===== src/core/fic_map.vh =====
// Operation
// - strobe: modifier, command, then four nibbles
// - command 0 clears unless address request
// - accumulator meaning set by command code
// - accept request: formatter reset, enable strobes
// - strobes need command 5, clear, request
// - select, rate, advance precede each strobe
// - first host: 16 bits, 4 parity, three
// - second host: 12 bits, 3 parity, five
// - length read bytewise and held
// - buffer clear plus five-bit serial parameter
// - grant after drop, one per 16 words
// - one 72-bit word per reference
// - data strobe decrements, forwards write strobe
// - relay forwards parameter, board stores word
// - final flag versus zero length mismatch errors
// - done needs zero, final flag, request
// - capture every reported sender error
// - both rates via half-rate indication
`ifndef FIC_MAP_VH
`define FIC_MAP_VH
// command codes
`define FIC_CMD_CLEAR   4'h0
`define FIC_CMD_ADDR_HI 4'h2
`define FIC_CMD_ADDR_LO 4'h3
`define FIC_CMD_LENGTH  4'h5
`define FIC_CMD_BUFSEL  4'hE
// index of the last accumulator nibble after the command
`define FIC_ACC_NIBBLES 2'h3
// strobes per host type
`define FIC_STB_TYPE0   3'h3
`define FIC_STB_TYPE1   3'h5
// index of the last word admitted per grant
`define FIC_GRANT_WORDS 4'hF
// serial parameter length
`define FIC_PARAM_BITS  3'h5
// register indexes on the plain port
`define FIC_REG_CTRL    2'h0
`define FIC_REG_STAT    2'h1
`define FIC_REG_LEN     2'h2
// control field positions and reset
`define FIC_CTRL_HOST   0
`define FIC_CTRL_HALF   1
`define FIC_CTRL_RST    2'h0
// timing
`define FIC_CLK_NS      10
`define FIC_CLEAR_NS    60
`define FIC_CLEAR_CYC   4'h6
`define FIC_DIV_FULL    4'h6
`define FIC_DIV_HALF    4'hC
`endif


===== src/core/fic_address_formatter.v =====
`timescale 1ns/100ps
`default_nettype none
`include "fic_map.vh"
module fic_address_formatter (
  // clock and reset
  input  wire        clk_sys,
  input  wire        rst,
  // accumulator load
  input  wire        acc_load,
  input  wire [3:0]  acc_cmd,
  input  wire [15:0] acc_data,
  // sequencing
  input  wire        fmt_reset,
  input  wire        fmt_advance,
  input  wire        host_type,
  input  wire        len_sel,
  // outputs
  output reg  [15:0] field_out,
  output reg  [3:0]  parity_out,
  output wire [7:0]  len_byte,
  output wire [4:0]  buf_param
);
  reg  [15:0] addr_hi_reg;  // upper address half
  reg  [15:0] addr_lo_reg;  // lower address half
  reg  [15:0] blen_reg;     // block length
  reg  [4:0]  bufsel_reg;   // pointer bit and buffer number
  reg  [2:0]  rd_cnt_reg;   // address readout counter
  reg  [15:0] field_next;   // next field to present
  wire [3:0]  par_next;     // parity of next field

  assign len_byte  = len_sel ? blen_reg[15:8] : blen_reg[7:0];
  assign buf_param = bufsel_reg;

  // accumulator capture by command
  always @(posedge clk_sys or posedge rst) begin
    if (rst) begin
      addr_hi_reg <= 16'h0000;
      addr_lo_reg <= 16'h0000;
      blen_reg    <= 16'h0000;
      bufsel_reg  <= 5'h00;
    end else if (acc_load) begin
      case (acc_cmd)
        `FIC_CMD_LENGTH:  blen_reg <= acc_data;
        `FIC_CMD_ADDR_HI: addr_hi_reg <= acc_data;
        `FIC_CMD_ADDR_LO: addr_lo_reg <= acc_data;
        `FIC_CMD_BUFSEL:  bufsel_reg <= acc_data[4:0];
        default:          bufsel_reg <= bufsel_reg;
      endcase
    end
  end

  // field selection per readout count
  always @* begin
    field_next = 16'h0000;
    if (!host_type) begin
      case (rd_cnt_reg)
        3'h0:    field_next = addr_hi_reg;
        3'h1:    field_next = addr_lo_reg;
        3'h2:    field_next = blen_reg;
        default: field_next = 16'h0000;
      endcase
    end else begin
      case (rd_cnt_reg)
        3'h0:    field_next = {4'h0, addr_lo_reg[11:0]};
        3'h1:    field_next = {4'h0, addr_hi_reg[7:0], addr_lo_reg[15:12]};
        3'h2:    field_next = {8'h00, addr_hi_reg[15:8]};
        3'h3:    field_next = {4'h0, blen_reg[11:0]};
        3'h4:    field_next = {12'h000, blen_reg[15:12]};
        default: field_next = 16'h0000;
      endcase
    end
  end

  // odd parity per nibble, top nibble unused on second host type
  genvar gi;
  generate
    for (gi = 0; gi < 4; gi = gi + 1) begin : g_par
      assign par_next[gi] = (host_type && gi == 3) ? 1'b0 : ~^field_next[gi*4 +: 4];
    end
  endgenerate

  // readout counter and output field
  always @(posedge clk_sys or posedge rst) begin
    if (rst) begin
      rd_cnt_reg <= 3'h0;
      field_out  <= 16'h0000;
      parity_out <= 4'h0;
    end else if (fmt_reset) begin
      rd_cnt_reg <= 3'h0;
    end else if (fmt_advance) begin
      field_out  <= field_next;
      parity_out <= par_next;
      rd_cnt_reg <= rd_cnt_reg + 3'h1;
    end
  end
endmodule
`default_nettype wire


===== src/core/fic_input_controller.v =====
`timescale 1ns/100ps
`default_nettype none
`include "fic_map.vh"
module fic_input_controller #(
  parameter LEN_W = 16
) (
  // clock and reset
  input  wire             clk_sys,
  input  wire             rst,
  // io processor function port
  input  wire             function_strobe,
  input  wire [3:0]       function_data,
  // register port
  input  wire [1:0]       reg_addr,
  input  wire [15:0]      reg_wdata,
  input  wire             reg_wr,
  input  wire             reg_rd,
  output reg  [15:0]      reg_rdata,
  // remote sender link
  input  wire             addr_request,
  input  wire             data_strobe,
  input  wire [71:0]      data_word,
  input  wire             final_word,
  input  wire             err_addr_parity,
  input  wire             err_secded,
  input  wire             err_sequence,
  input  wire             err_length,
  output reg              channel_clear,
  output reg              addr_strobe,
  output wire [15:0]      addr_field,
  output wire [3:0]       addr_parity,
  output reg              data_grant,
  // buffer board
  output reg              buf_clear,
  output reg              param_serial,
  output reg              word_write,
  output reg  [71:0]      word_out,
  output reg              pointer_a_sel,
  output reg              half_rate_mode,
  // status
  output reg              done_flag,
  output reg              fatal_error
);
  // function decode states
  localparam F_IDLE = 2'h0;
  localparam F_CMD  = 2'h1;
  localparam F_ACC  = 2'h2;
  // channel states
  localparam S_IDLE  = 4'h0;
  localparam S_CLEAR = 4'h1;
  localparam S_RST   = 4'h2;
  localparam S_LEN   = 4'h3;
  localparam S_ADV   = 4'h4;
  localparam S_STB   = 4'h5;
  localparam S_DROP  = 4'h6;
  localparam S_GRANT = 4'h7;
  localparam S_XFER  = 4'h8;
  localparam S_END   = 4'h9;

  reg  [1:0]       f_state_reg;   // function decode state
  reg  [3:0]       cmd_reg;       // latched command code
  reg              modifier_reg;  // latched modifier bit
  reg  [1:0]       nib_cnt_reg;   // accumulator nibble count
  reg  [15:0]      acc_reg;       // accumulator assembly
  reg              acc_load;      // accumulator complete pulse
  reg              cmd0_evt;      // command 0 decoded pulse
  reg              cmd5_evt;      // command 5 complete pulse
  reg              cmd5_pend_reg; // command 5 awaiting start
  reg              clr_done_reg;  // clear sequence finished
  reg  [3:0]       state_reg;     // channel state
  reg  [3:0]       clr_cnt_reg;   // clear pulse countdown
  reg  [2:0]       stb_cnt_reg;   // address strobes sent
  reg  [LEN_W-1:0] len_reg;       // held block length
  reg  [3:0]       grp_cnt_reg;   // words in current grant
  reg              final_reg;     // final word flag seen
  reg  [4:0]       par_sh_reg;    // serial parameter shifter
  reg  [2:0]       par_cnt_reg;   // serial bits remaining
  reg  [3:0]       err_reg;       // captured sender errors
  reg  [1:0]       ctrl_reg;      // host type and rate
  reg  [3:0]       div_cnt_reg;   // strobe pacing divider
  reg              tick;          // pacing enable pulse
  reg              fmt_reset;     // formatter reset pulse
  reg              fmt_advance;   // formatter advance pulse
  reg              len_sel;       // length byte select
  wire [7:0]       len_byte;      // length byte from formatter
  wire [4:0]       buf_param;     // buffer parameter bits
  wire [2:0]       stb_total;     // strobes for host type
  wire             last_word;     // this strobe ends the block
  wire             xfer_strobe;   // strobe while transferring

  assign stb_total   = ctrl_reg[`FIC_CTRL_HOST] ? `FIC_STB_TYPE1 : `FIC_STB_TYPE0;
  assign last_word   = (len_reg == {{(LEN_W-1){1'b0}}, 1'b1});
  assign xfer_strobe = (state_reg == S_XFER) && data_strobe;

  // address and length formatter
  fic_address_formatter u_fmt (
    .clk_sys     (clk_sys),
    .rst         (rst),
    .acc_load    (acc_load),
    .acc_cmd     (cmd_reg),
    .acc_data    (acc_reg),
    .fmt_reset   (fmt_reset),
    .fmt_advance (fmt_advance),
    .host_type   (ctrl_reg[`FIC_CTRL_HOST]),
    .len_sel     (len_sel),
    .field_out   (addr_field),
    .parity_out  (addr_parity),
    .len_byte    (len_byte),
    .buf_param   (buf_param)
  );

  // function strobe decode
  always @(posedge clk_sys or posedge rst) begin
    if (rst) begin
      f_state_reg  <= F_IDLE;
      cmd_reg      <= 4'h0;
      modifier_reg <= 1'b0;
      nib_cnt_reg  <= 2'h0;
      acc_reg      <= 16'h0000;
      acc_load     <= 1'b0;
      cmd0_evt     <= 1'b0;
      cmd5_evt     <= 1'b0;
    end else begin
      acc_load <= 1'b0;
      cmd0_evt <= 1'b0;
      cmd5_evt <= 1'b0;
      case (f_state_reg)
        F_IDLE: begin
          if (function_strobe) begin
            modifier_reg <= function_data[0];
            f_state_reg  <= F_CMD;
          end
        end
        F_CMD: begin
          cmd_reg     <= function_data;
          nib_cnt_reg <= 2'h0;
          if (function_data == `FIC_CMD_CLEAR) begin
            cmd0_evt    <= 1'b1;
            f_state_reg <= F_IDLE;
          end else if (function_data == `FIC_CMD_LENGTH ||
                       function_data == `FIC_CMD_ADDR_HI ||
                       function_data == `FIC_CMD_ADDR_LO ||
                       function_data == `FIC_CMD_BUFSEL) begin
            f_state_reg <= F_ACC;
          end else begin
            f_state_reg <= F_IDLE;
          end
        end
        F_ACC: begin
          acc_reg     <= {acc_reg[11:0], function_data};
          nib_cnt_reg <= nib_cnt_reg + 2'h1;
          if (nib_cnt_reg == `FIC_ACC_NIBBLES) begin
            acc_load    <= 1'b1;
            cmd5_evt    <= (cmd_reg == `FIC_CMD_LENGTH);
            f_state_reg <= F_IDLE;
          end
        end
        default: f_state_reg <= F_IDLE;
      endcase
    end
  end

  // strobe pacing divider, slower in half-rate mode
  always @(posedge clk_sys or posedge rst) begin
    if (rst) begin
      div_cnt_reg <= 4'h0;
      tick        <= 1'b0;
    end else begin
      if (div_cnt_reg == 4'h0) begin
        div_cnt_reg <= ctrl_reg[`FIC_CTRL_HALF] ? (`FIC_DIV_HALF - 4'h1) : (`FIC_DIV_FULL - 4'h1);
        tick        <= 1'b1;
      end else begin
        div_cnt_reg <= div_cnt_reg - 4'h1;
        tick        <= 1'b0;
      end
    end
  end

  // channel sequencer
  always @(posedge clk_sys or posedge rst) begin
    if (rst) begin
      state_reg     <= S_IDLE;
      cmd5_pend_reg <= 1'b0;
      clr_done_reg  <= 1'b0;
      clr_cnt_reg   <= 4'h0;
      stb_cnt_reg   <= 3'h0;
      len_reg       <= {LEN_W{1'b0}};
      grp_cnt_reg   <= 4'h0;
      final_reg     <= 1'b0;
      channel_clear <= 1'b0;
      addr_strobe   <= 1'b0;
      data_grant    <= 1'b0;
      buf_clear     <= 1'b0;
      word_write    <= 1'b0;
      word_out      <= 72'h00_0000_0000_0000_0000;
      pointer_a_sel <= 1'b0;
      done_flag     <= 1'b0;
      fatal_error   <= 1'b0;
      fmt_reset     <= 1'b0;
      fmt_advance   <= 1'b0;
      len_sel       <= 1'b0;
    end else begin
      addr_strobe <= 1'b0;
      data_grant  <= 1'b0;
      buf_clear   <= 1'b0;
      word_write  <= 1'b0;
      fmt_reset   <= 1'b0;
      fmt_advance <= 1'b0;
      if (cmd5_evt) begin
        cmd5_pend_reg <= 1'b1;
        done_flag   <= 1'b0;
        fatal_error <= 1'b0;
      end
      if (cmd0_evt) begin
        cmd5_pend_reg <= 1'b0;
        done_flag     <= 1'b0;
        fatal_error   <= 1'b0;
        if (!addr_request) begin
          clr_done_reg  <= 1'b0;
          clr_cnt_reg   <= `FIC_CLEAR_CYC;
          channel_clear <= 1'b1;
          state_reg     <= S_CLEAR;
        end else begin
          clr_done_reg <= 1'b1;
          state_reg    <= S_IDLE;
        end
      end else begin
        case (state_reg)
          S_IDLE: begin
            if (cmd5_pend_reg && clr_done_reg && addr_request) begin
              cmd5_pend_reg <= 1'b0;
              fmt_reset     <= 1'b1;
              buf_clear     <= 1'b1;
              pointer_a_sel <= ~buf_param[4];
              stb_cnt_reg   <= 3'h0;
              final_reg     <= 1'b0;
              len_sel       <= 1'b0;
              state_reg     <= S_RST;
            end
          end
          S_CLEAR: begin
            if (clr_cnt_reg == 4'h1) begin
              channel_clear <= 1'b0;
              clr_done_reg  <= 1'b1;
              state_reg     <= S_IDLE;
            end
            clr_cnt_reg <= clr_cnt_reg - 4'h1;
          end
          S_RST: begin
            len_reg[7:0] <= len_byte;
            len_sel      <= 1'b1;
            state_reg    <= S_LEN;
          end
          S_LEN: begin
            len_reg[LEN_W-1:8] <= len_byte[LEN_W-9:0];
            len_sel            <= 1'b0;
            state_reg          <= S_ADV;
          end
          S_ADV: begin
            if (tick) begin
              fmt_advance <= 1'b1;
              state_reg   <= S_STB;
            end
          end
          S_STB: begin
            addr_strobe <= 1'b1;
            stb_cnt_reg <= stb_cnt_reg + 3'h1;
            if (stb_cnt_reg + 3'h1 == stb_total) begin
              state_reg <= S_DROP;
            end else begin
              state_reg <= S_ADV;
            end
          end
          S_DROP: begin
            if (!addr_request) begin
              state_reg <= S_GRANT;
            end
          end
          S_GRANT: begin
            data_grant  <= 1'b1;
            grp_cnt_reg <= 4'h0;
            state_reg   <= S_XFER;
          end
          S_XFER: begin
            if (xfer_strobe) begin
              len_reg     <= len_reg - {{(LEN_W-1){1'b0}}, 1'b1};
              word_write  <= 1'b1;
              word_out    <= data_word;
              grp_cnt_reg <= grp_cnt_reg + 4'h1;
              final_reg   <= final_word;
              if (final_word != last_word) begin
                fatal_error <= 1'b1;
              end
              if (last_word || final_word) begin
                state_reg <= S_END;
              end else if (grp_cnt_reg == `FIC_GRANT_WORDS) begin
                state_reg <= S_GRANT;
              end
            end
          end
          S_END: begin
            if (len_reg == {LEN_W{1'b0}} && final_reg && addr_request) begin
              done_flag <= 1'b1;
              state_reg <= S_IDLE;
            end
          end
          default: state_reg <= S_IDLE;
        endcase
      end
    end
  end

  // serial parameter relay to buffer board
  always @(posedge clk_sys or posedge rst) begin
    if (rst) begin
      par_sh_reg   <= 5'h00;
      par_cnt_reg  <= 3'h0;
      param_serial <= 1'b0;
    end else if (state_reg == S_IDLE && fmt_reset) begin
      par_sh_reg  <= 5'h00;
    end else if (state_reg == S_RST) begin
      par_sh_reg  <= buf_param;
      par_cnt_reg <= `FIC_PARAM_BITS;
    end else if (par_cnt_reg != 3'h0) begin
      param_serial <= par_sh_reg[0];
      par_sh_reg   <= {1'b0, par_sh_reg[4:1]};
      par_cnt_reg  <= par_cnt_reg - 3'h1;
    end else begin
      param_serial <= xfer_strobe;
    end
  end

  // sticky sender error capture, set wins over clear
  always @(posedge clk_sys or posedge rst) begin
    if (rst) begin
      err_reg <= 4'h0;
    end else begin
      err_reg <= ((cmd0_evt || cmd5_evt) ? 4'h0 : err_reg) |
                 {err_length, err_sequence, err_secded, err_addr_parity};
    end
  end

  // control register and read port
  always @(posedge clk_sys or posedge rst) begin
    if (rst) begin
      ctrl_reg       <= `FIC_CTRL_RST;
      half_rate_mode <= 1'b0;
      reg_rdata      <= 16'h0000;
    end else begin
      if (reg_wr && reg_addr == `FIC_REG_CTRL) begin
        ctrl_reg <= reg_wdata[1:0];
      end
      half_rate_mode <= ctrl_reg[`FIC_CTRL_HALF];
      reg_rdata      <= 16'h0000;
      if (reg_rd) begin
        case (reg_addr)
          `FIC_REG_CTRL: reg_rdata <= {14'h0000, ctrl_reg};
          `FIC_REG_STAT: reg_rdata <= {state_reg, 4'h0, err_reg, modifier_reg,
                                       clr_done_reg, fatal_error, done_flag};
          `FIC_REG_LEN:  reg_rdata <= len_reg;
          default:       reg_rdata <= 16'h0000;
        endcase
      end
    end
  end
endmodule
`default_nettype wire


===== config.mk =====
export PLATFORM = sky130hd
export DESIGN_NAME = fic_input_controller
export DESIGN_NICKNAME = d
export VERILOG_FILES = /design/src/core/fic_address_formatter.v /design/src/core/fic_input_controller.v
export VERILOG_INCLUDE_DIRS = /design/src /design/src/core
export SDC_FILE = /design/constraint.sdc
export NUM_CORES = 1
export LEC_CHECK = 0
export BUFFER_PORTS_ARGS = -buffer_cell sky130_fd_sc_hd__buf_2
export CORE_MARGIN = 3
export CORE_UTILIZATION = 55
export CTS_CLUSTER_SIZE = 30
export DETAILED_ROUTE_END_ITERATION = 7
export PLACE_DENSITY = 0.86
export SYNTH_ARGS = -nofsm -noshare
export SYNTH_HDL_FRONTEND = slang
export SYNTH_SLANG_ARGS = --single-unit

===== constraint.sdc =====
create_clock -name clk_sys -period 19.5 [get_ports clk_sys]
set_input_delay 2.925 -clock clk_sys [delete_from_list [all_inputs] [get_ports clk_sys]]
set_output_delay 2.925 -clock clk_sys [all_outputs]
set_load 0.05 [all_outputs]

# Word level (Yosys, flattened, before mapping)
# Index checks and enable logic that the tools add are counted.
dict set report word_totals {
  register_bits 257
  latch_bits 0
  ramBits 0
  mem_bits_ro 0
  inputBits 106
  output_inout_bits 118
  word_cells 250
  memories 0
}
dict set report classes {
  add_sub_neg 8
  multipliers 0
  n_div 0
  magnitude_cmp 0
  eq_ne 43
  shifts 0
  mux 92
  bitwise_logic 6
  n_reduce_logical 57
}
# operator count
set ops {}
lappend ops {{16-bit case mux with 3 select lines} 2}
lappend ops {{4-bit 2-to-1 mux} 16}
lappend ops {{12-bit case mux with 5 select lines} 1}
lappend ops {{16-bit 2-to-1 mux} 3}
lappend ops {{1-bit 2-to-1 mux} 46}
lappend ops {{4-bit case mux with 10 select lines} 1}
lappend ops {{8-bit case mux with 2 select lines} 2}
lappend ops {{4-bit by 2-bit equality test with 1-bit output (second input constant)} 6}
lappend ops {{4-bit by 3-bit equality test with 1-bit output (second input constant)} 6}
lappend ops {{3-bit AND reduction} 8}
lappend ops {{2-bit AND reduction} 11}
lappend ops {{4-bit equality test (second input constant)} 5}
lappend ops {{2-bit nonzero test} 10}
lappend ops {{3-bit 2-to-1 mux} 6}
lappend ops {{3-bit != test (second input constant)} 6}
lappend ops {{16-bit by 1-bit equality test with 1-bit output (second input constant)} 1}
lappend ops {{16-bit zero test} 1}
lappend ops {{4-bit XNOR reduction} 4}
lappend ops {{16-bit by 1-bit subtractor with 16-bit output (second input constant)} 1}
lappend ops {{5-bit 2-to-1 mux} 3}
lappend ops {{4-bit zero test} 3}
lappend ops {{2-bit 2-to-1 mux} 5}
lappend ops {{2-bit != test (second input constant)} 5}
lappend ops {{3-bit nonzero test} 3}
lappend ops {{other kinds (29)} 51}

# Depth between registers and ports, before layout
dict set report depth {
  ltp_word 7
  ltp_mapped 11
  ltp_nobuf 9
}

# Hierarchy
# A second synthesis with hierarchy kept.
dict set report hier_totals {
  hier_cells 1134
  hier_area_um2 11893.9
}
# mod n_inst cells_each area_per_inst_um2 seq_area_each_um2
set by_module_without_submodules {}
lappend by_module_without_submodules {fic_input_controller 1 807 7931.4 4529.3}
lappend by_module_without_submodules {fic_address_formatter 1 327 3962.6 1901.8}

# Worst setup path before layout
# Ideal clock, no wire load.
dict set report synth_timing {
  path_type {input to register}
  start {input port data_strobe}
  end {register word_out[10]}
  setup_ns 0.125
  arrival_ns 3.995
  t_required_ns 19.375
  path_slack_ns 15.380
  path_stages 5
  n_path_buf 2
  cell_sequence {nand2_1 -> nor2_1 -> buf_2 -> buf_2 -> mux2_2}
}
dict set report synth_between {
  elab_chain_len 2
}
# item line_no
set synth_lines {}
lappend synth_lines {{start, declared} fic_input_controller.v:21} ;# input wire data_strobe,
lappend synth_lines {{1-bit logical AND} fic_input_controller.v:93} ;# assign xfer_strobe = (state_reg == S_XFER) && data_strobe;
lappend synth_lines {{3-bit AND reduction (no source line)} -}
lappend synth_lines {{end signal, assigned} fic_input_controller.v:288} ;# word_out <= data_word;
lappend synth_lines {{end, declared} fic_input_controller.v:37} ;# output reg [71:0] word_out,
# Every way passes these cells.
# A chain may end at the register's enable or synchronous reset.

==> flow_metrics.env <==
export IMPL_rows=52
export IMPL_synth_area_leaders="dfrtp_1 (55%), mux2_2 (14%), o21ai_0 (2.4%)"
export IMPL_path_max_fanout=6
export IMPL_place_congestion=0.8829
export IMPL_max_cap_viol_count=0
export IMPL_wl_met2_um=14710
export IMPL_ant_nets=0
export IMPL_slew_violations=0
export IMPL_fin_crit_sh_pct=21.95
export IMPL_ys_seq_elements=257
export IMPL_mostFrequentLayoutCells="dfrtp_1 (257), buf_2 (209), mux2_2 (148)"
export IMPL_drc=0
export IMPL_stdcell_area_mm2=0.01386
export IMPL_fillers=1460
export IMPL_p_leak_uw=0.006950
export IMPL_grt_pass1_wl_um=46800
export IMPL_async_flop_share_pct=100.0
export IMPL_start_util_pct=56.89
export IMPL_cts_buffer_depth=3
export IMPL_crit_path_cell_trace="buf_2"
export IMPL_synth_area_per_cell_um2=11.88
export IMPL_io_buffers=209
export IMPL_critPathSlowestCell="dfrtp_1"
export IMPL_max_slew_worst_pin_slew_ns=1.233
export IMPL_ys_flop_type="dfrtp_1"
export IMPL_hold_viol=0
export IMPL_hold_path_class="flop to flop"
export IMPL_vdd_drop_max_mv=0.09245
export IMPL_core_area_mm2=0.02062
export IMPL_largest_register_ffs=72
export IMPL_cts_sinks=257
export IMPL_grt_max_degree=98
export IMPL_final_util_pct=67.21
export IMPL_slew_headroom_pct=17.81
export IMPL_numCtsBuffers=28
export IMPL_clkSlewWorstSetupHoldPaths_ns=0.06
export IMPL_grt_overflow=0
export IMPL_clkLatencyLatePin_ns=0.53
export IMPL_track_usage_pct=24.14
export IMPL_synth_largest_area_cell="dfrtp_1"
export IMPL_drt_met1_wl_um=11060
export IMPL_p_seq_share_pct=38.4
export IMPL_die_w_um=152.1
export IMPL_setup_worst_path_end_class="output pin"
export IMPL_top_layer="met4"
export IMPL_crit_type="flop to output pin"
export IMPL_yosysSeqAreaShare_pct=54.81
export IMPL_placed_area_mm2=0.01293
export IMPL_drive_gt1_share_pct=35.17
export IMPL_via_per_inst=6.033
export IMPL_cp_startpoint="fmt_reset"
export IMPL_slowest_delay_ns=0.50
export IMPL_netlist_instances=988
export IMPL_rsz0062_at_grt="false"
export IMPL_min_from="ctrl_reg[1]"
export IMPL_nets=1308
export IMPL_dieArea_mm2=0.02312
export IMPL_setup_ws_ns=15.22
export IMPL_power_share_combinational_pct=37.0
export IMPL_drtIter0Drc=954
export IMPL_hpwl_um=18940
export IMPL_wirelength_um=28730
export IMPL_synth_edff_count=0
export IMPL_path_delay_family="flip-flops"
export IMPL_dr_pass1_iters=5
export IMPL_worstReg2RegStart="u_fmt.rd_cnt_reg[2]"
export IMPL_final_common_cell="dfrtp_1"
export IMPL_fin_crit_ns=4.280
export IMPL_fin_worst_skew_ns=0.01455
export IMPL_outcome="complete, no violations"
export IMPL_setup_viol=0
export IMPL_switching_power_uw=896.1
export IMPL_arrival_ns=1.35
export IMPL_io_pins=224
export IMPL_vias=8875
export IMPL_mappedNetlistNets=1114
export IMPL_whs_ns=0.4544
export IMPL_detailedPlace_worstSlack_ns=14.80
export IMPL_area_growth_pct=18.14
export IMPL_power_density_mw_per_mm2=153.7
export IMPL_yosys_warnings=0
export IMPL_cts_tree="yes"
export IMPL_cts_root_buf="clkbuf_16"
export IMPL_switching_share_pct=42.05
export IMPL_h_tree_depth=1
export IMPL_first_global_vias=8994
export IMPL_postCtsSetupBuffers=0
export IMPL_netlist_area_mm2=0.01173
export IMPL_wl_met3_um=1971
export IMPL_cp_data_required_time_ns=16.57
export IMPL_ctsResizeCount=0
export IMPL_power_frac_clock_pct=24.6
export IMPL_wl_per_cell_um=19.53
export IMPL_synthDistinctLibCells=70
export IMPL_die_y_um=152.1
export IMPL_intPower_uw=1235
export IMPL_critPathBufInv=1
export IMPL_antenna_found_initial=1
export IMPL_synth_top_cell_area_share_pct=54.81
export IMPL_startpoint_type="flop"
export IMPL_setup_tns_final_ns=0
export IMPL_max_freq_mhz=233.7
export IMPL_cts_hold_buf=0
export IMPL_regMostFlops="word_out"
[stage by stage]
step                      total power (µW)  instances
after floorplan                       1396        988
after global placement                1566       1422
after detailed placement              1598       1422
after CTS                             2133       1470
after global routing                  2226       1471
final                                 2131       1471
[area by class of cell]
cell class              count  area (µm²)  share of cell area [%]
well taps                 270       337.8                   2.437
diodes                      1       2.502                 0.01805
multi-input cells         652        4954                   35.73
clock inverters            11       113.9                  0.8214
inverters                  27       108.9                  0.7853
repair buffers            216        1099                   7.925
clock buffers              37       815.8                   5.885
flip-flops and latches    257        6431                   46.39
[synth_stat cells (2+ instances only)]
cell type and n:
dfrtp_1 257, mux2_2 148, nand2_1 69, o21ai_0 56, nor2_1 50, clkbuf_1 32
a21oi_1 30, inv_1 27, nor2b_1 27, a22oi_1 20, ha_1 20, nand3b_1 18
and3b_1 16, nand3_1 14, o22a_1 13, buf_2 12, mux2i_1 12, xnor2_1 11
nand4_1 10, nand2b_1 9, a221o_1 8, a221oi_1 8, nor3_1 8, xor2_1 8
a211oi_1 7, a31oi_1 7, nor4_1 7, o31ai_1 7, and2_1 6, and3_1 5
buf_6 5, a21o_1 4, a222oi_1 4, nor3b_1 4, o21ai_1 4, a22o_1 3
o2111ai_1 3, a32oi_1 2, a41oi_1 2, buf_4 2, mux2_1 2, o21a_1 2
or3_1 2
[layer usage]
metal | GRT usage (%) | vias to the layer above
met5 | 0 | -
met4 | 9.075 | 0
met1 | 31.13 | 4389
met2 | 41.38 | 438
li1 | - | 3965
met3 | 3.868 | 83
[cell families (layout without fill, tap and decap cells)]
| logic type | count (synthesis) | after routing | synth area share [%] |
|---|---|---|---|
| adders and majority gates | 20 | 20 | 2.133 |
| DFF | 257 | 257 | 54.81 |
| muxes | 162 | 162 | 15.42 |
| xor gates and xnor gates | 19 | 19 | 1.418 |
| AOI/OAI and AO/OA | 193 | 193 | 11.21 |
| other | 0 | 1 | 0 |
| and+or+nand+nor | 258 | 258 | 11.97 |
| buffers and inverters | 79 | 291 | 3.039 |
[power by group through the flow]
stage / registers [µW] / logic, µW / clock network, µW
floorplan: 1080 / 317 / 0
global placement: 809 / 757 / 0
detailed placement: 820 / 778 / 0
CTS: 815 / 787 / 532
global route: 839 / 830 / 557
finish: 818 / 788 / 525
[final timing paths]
kind	end	slack, ns	cells past startpoint
worst min register to register	half_rate_mode	0.45	0
worst max-delay path	buf_clear	15.22	1
max in group asynchronous	len_reg[7]	15.51	3
worst min-delay path	half_rate_mode	0.45	0
min in group asynchronous	word_out[44]	2.51	2
worst max register to register	u_fmt.parity_out[1]	15.95	7
(Power assumes the default switching activity.)
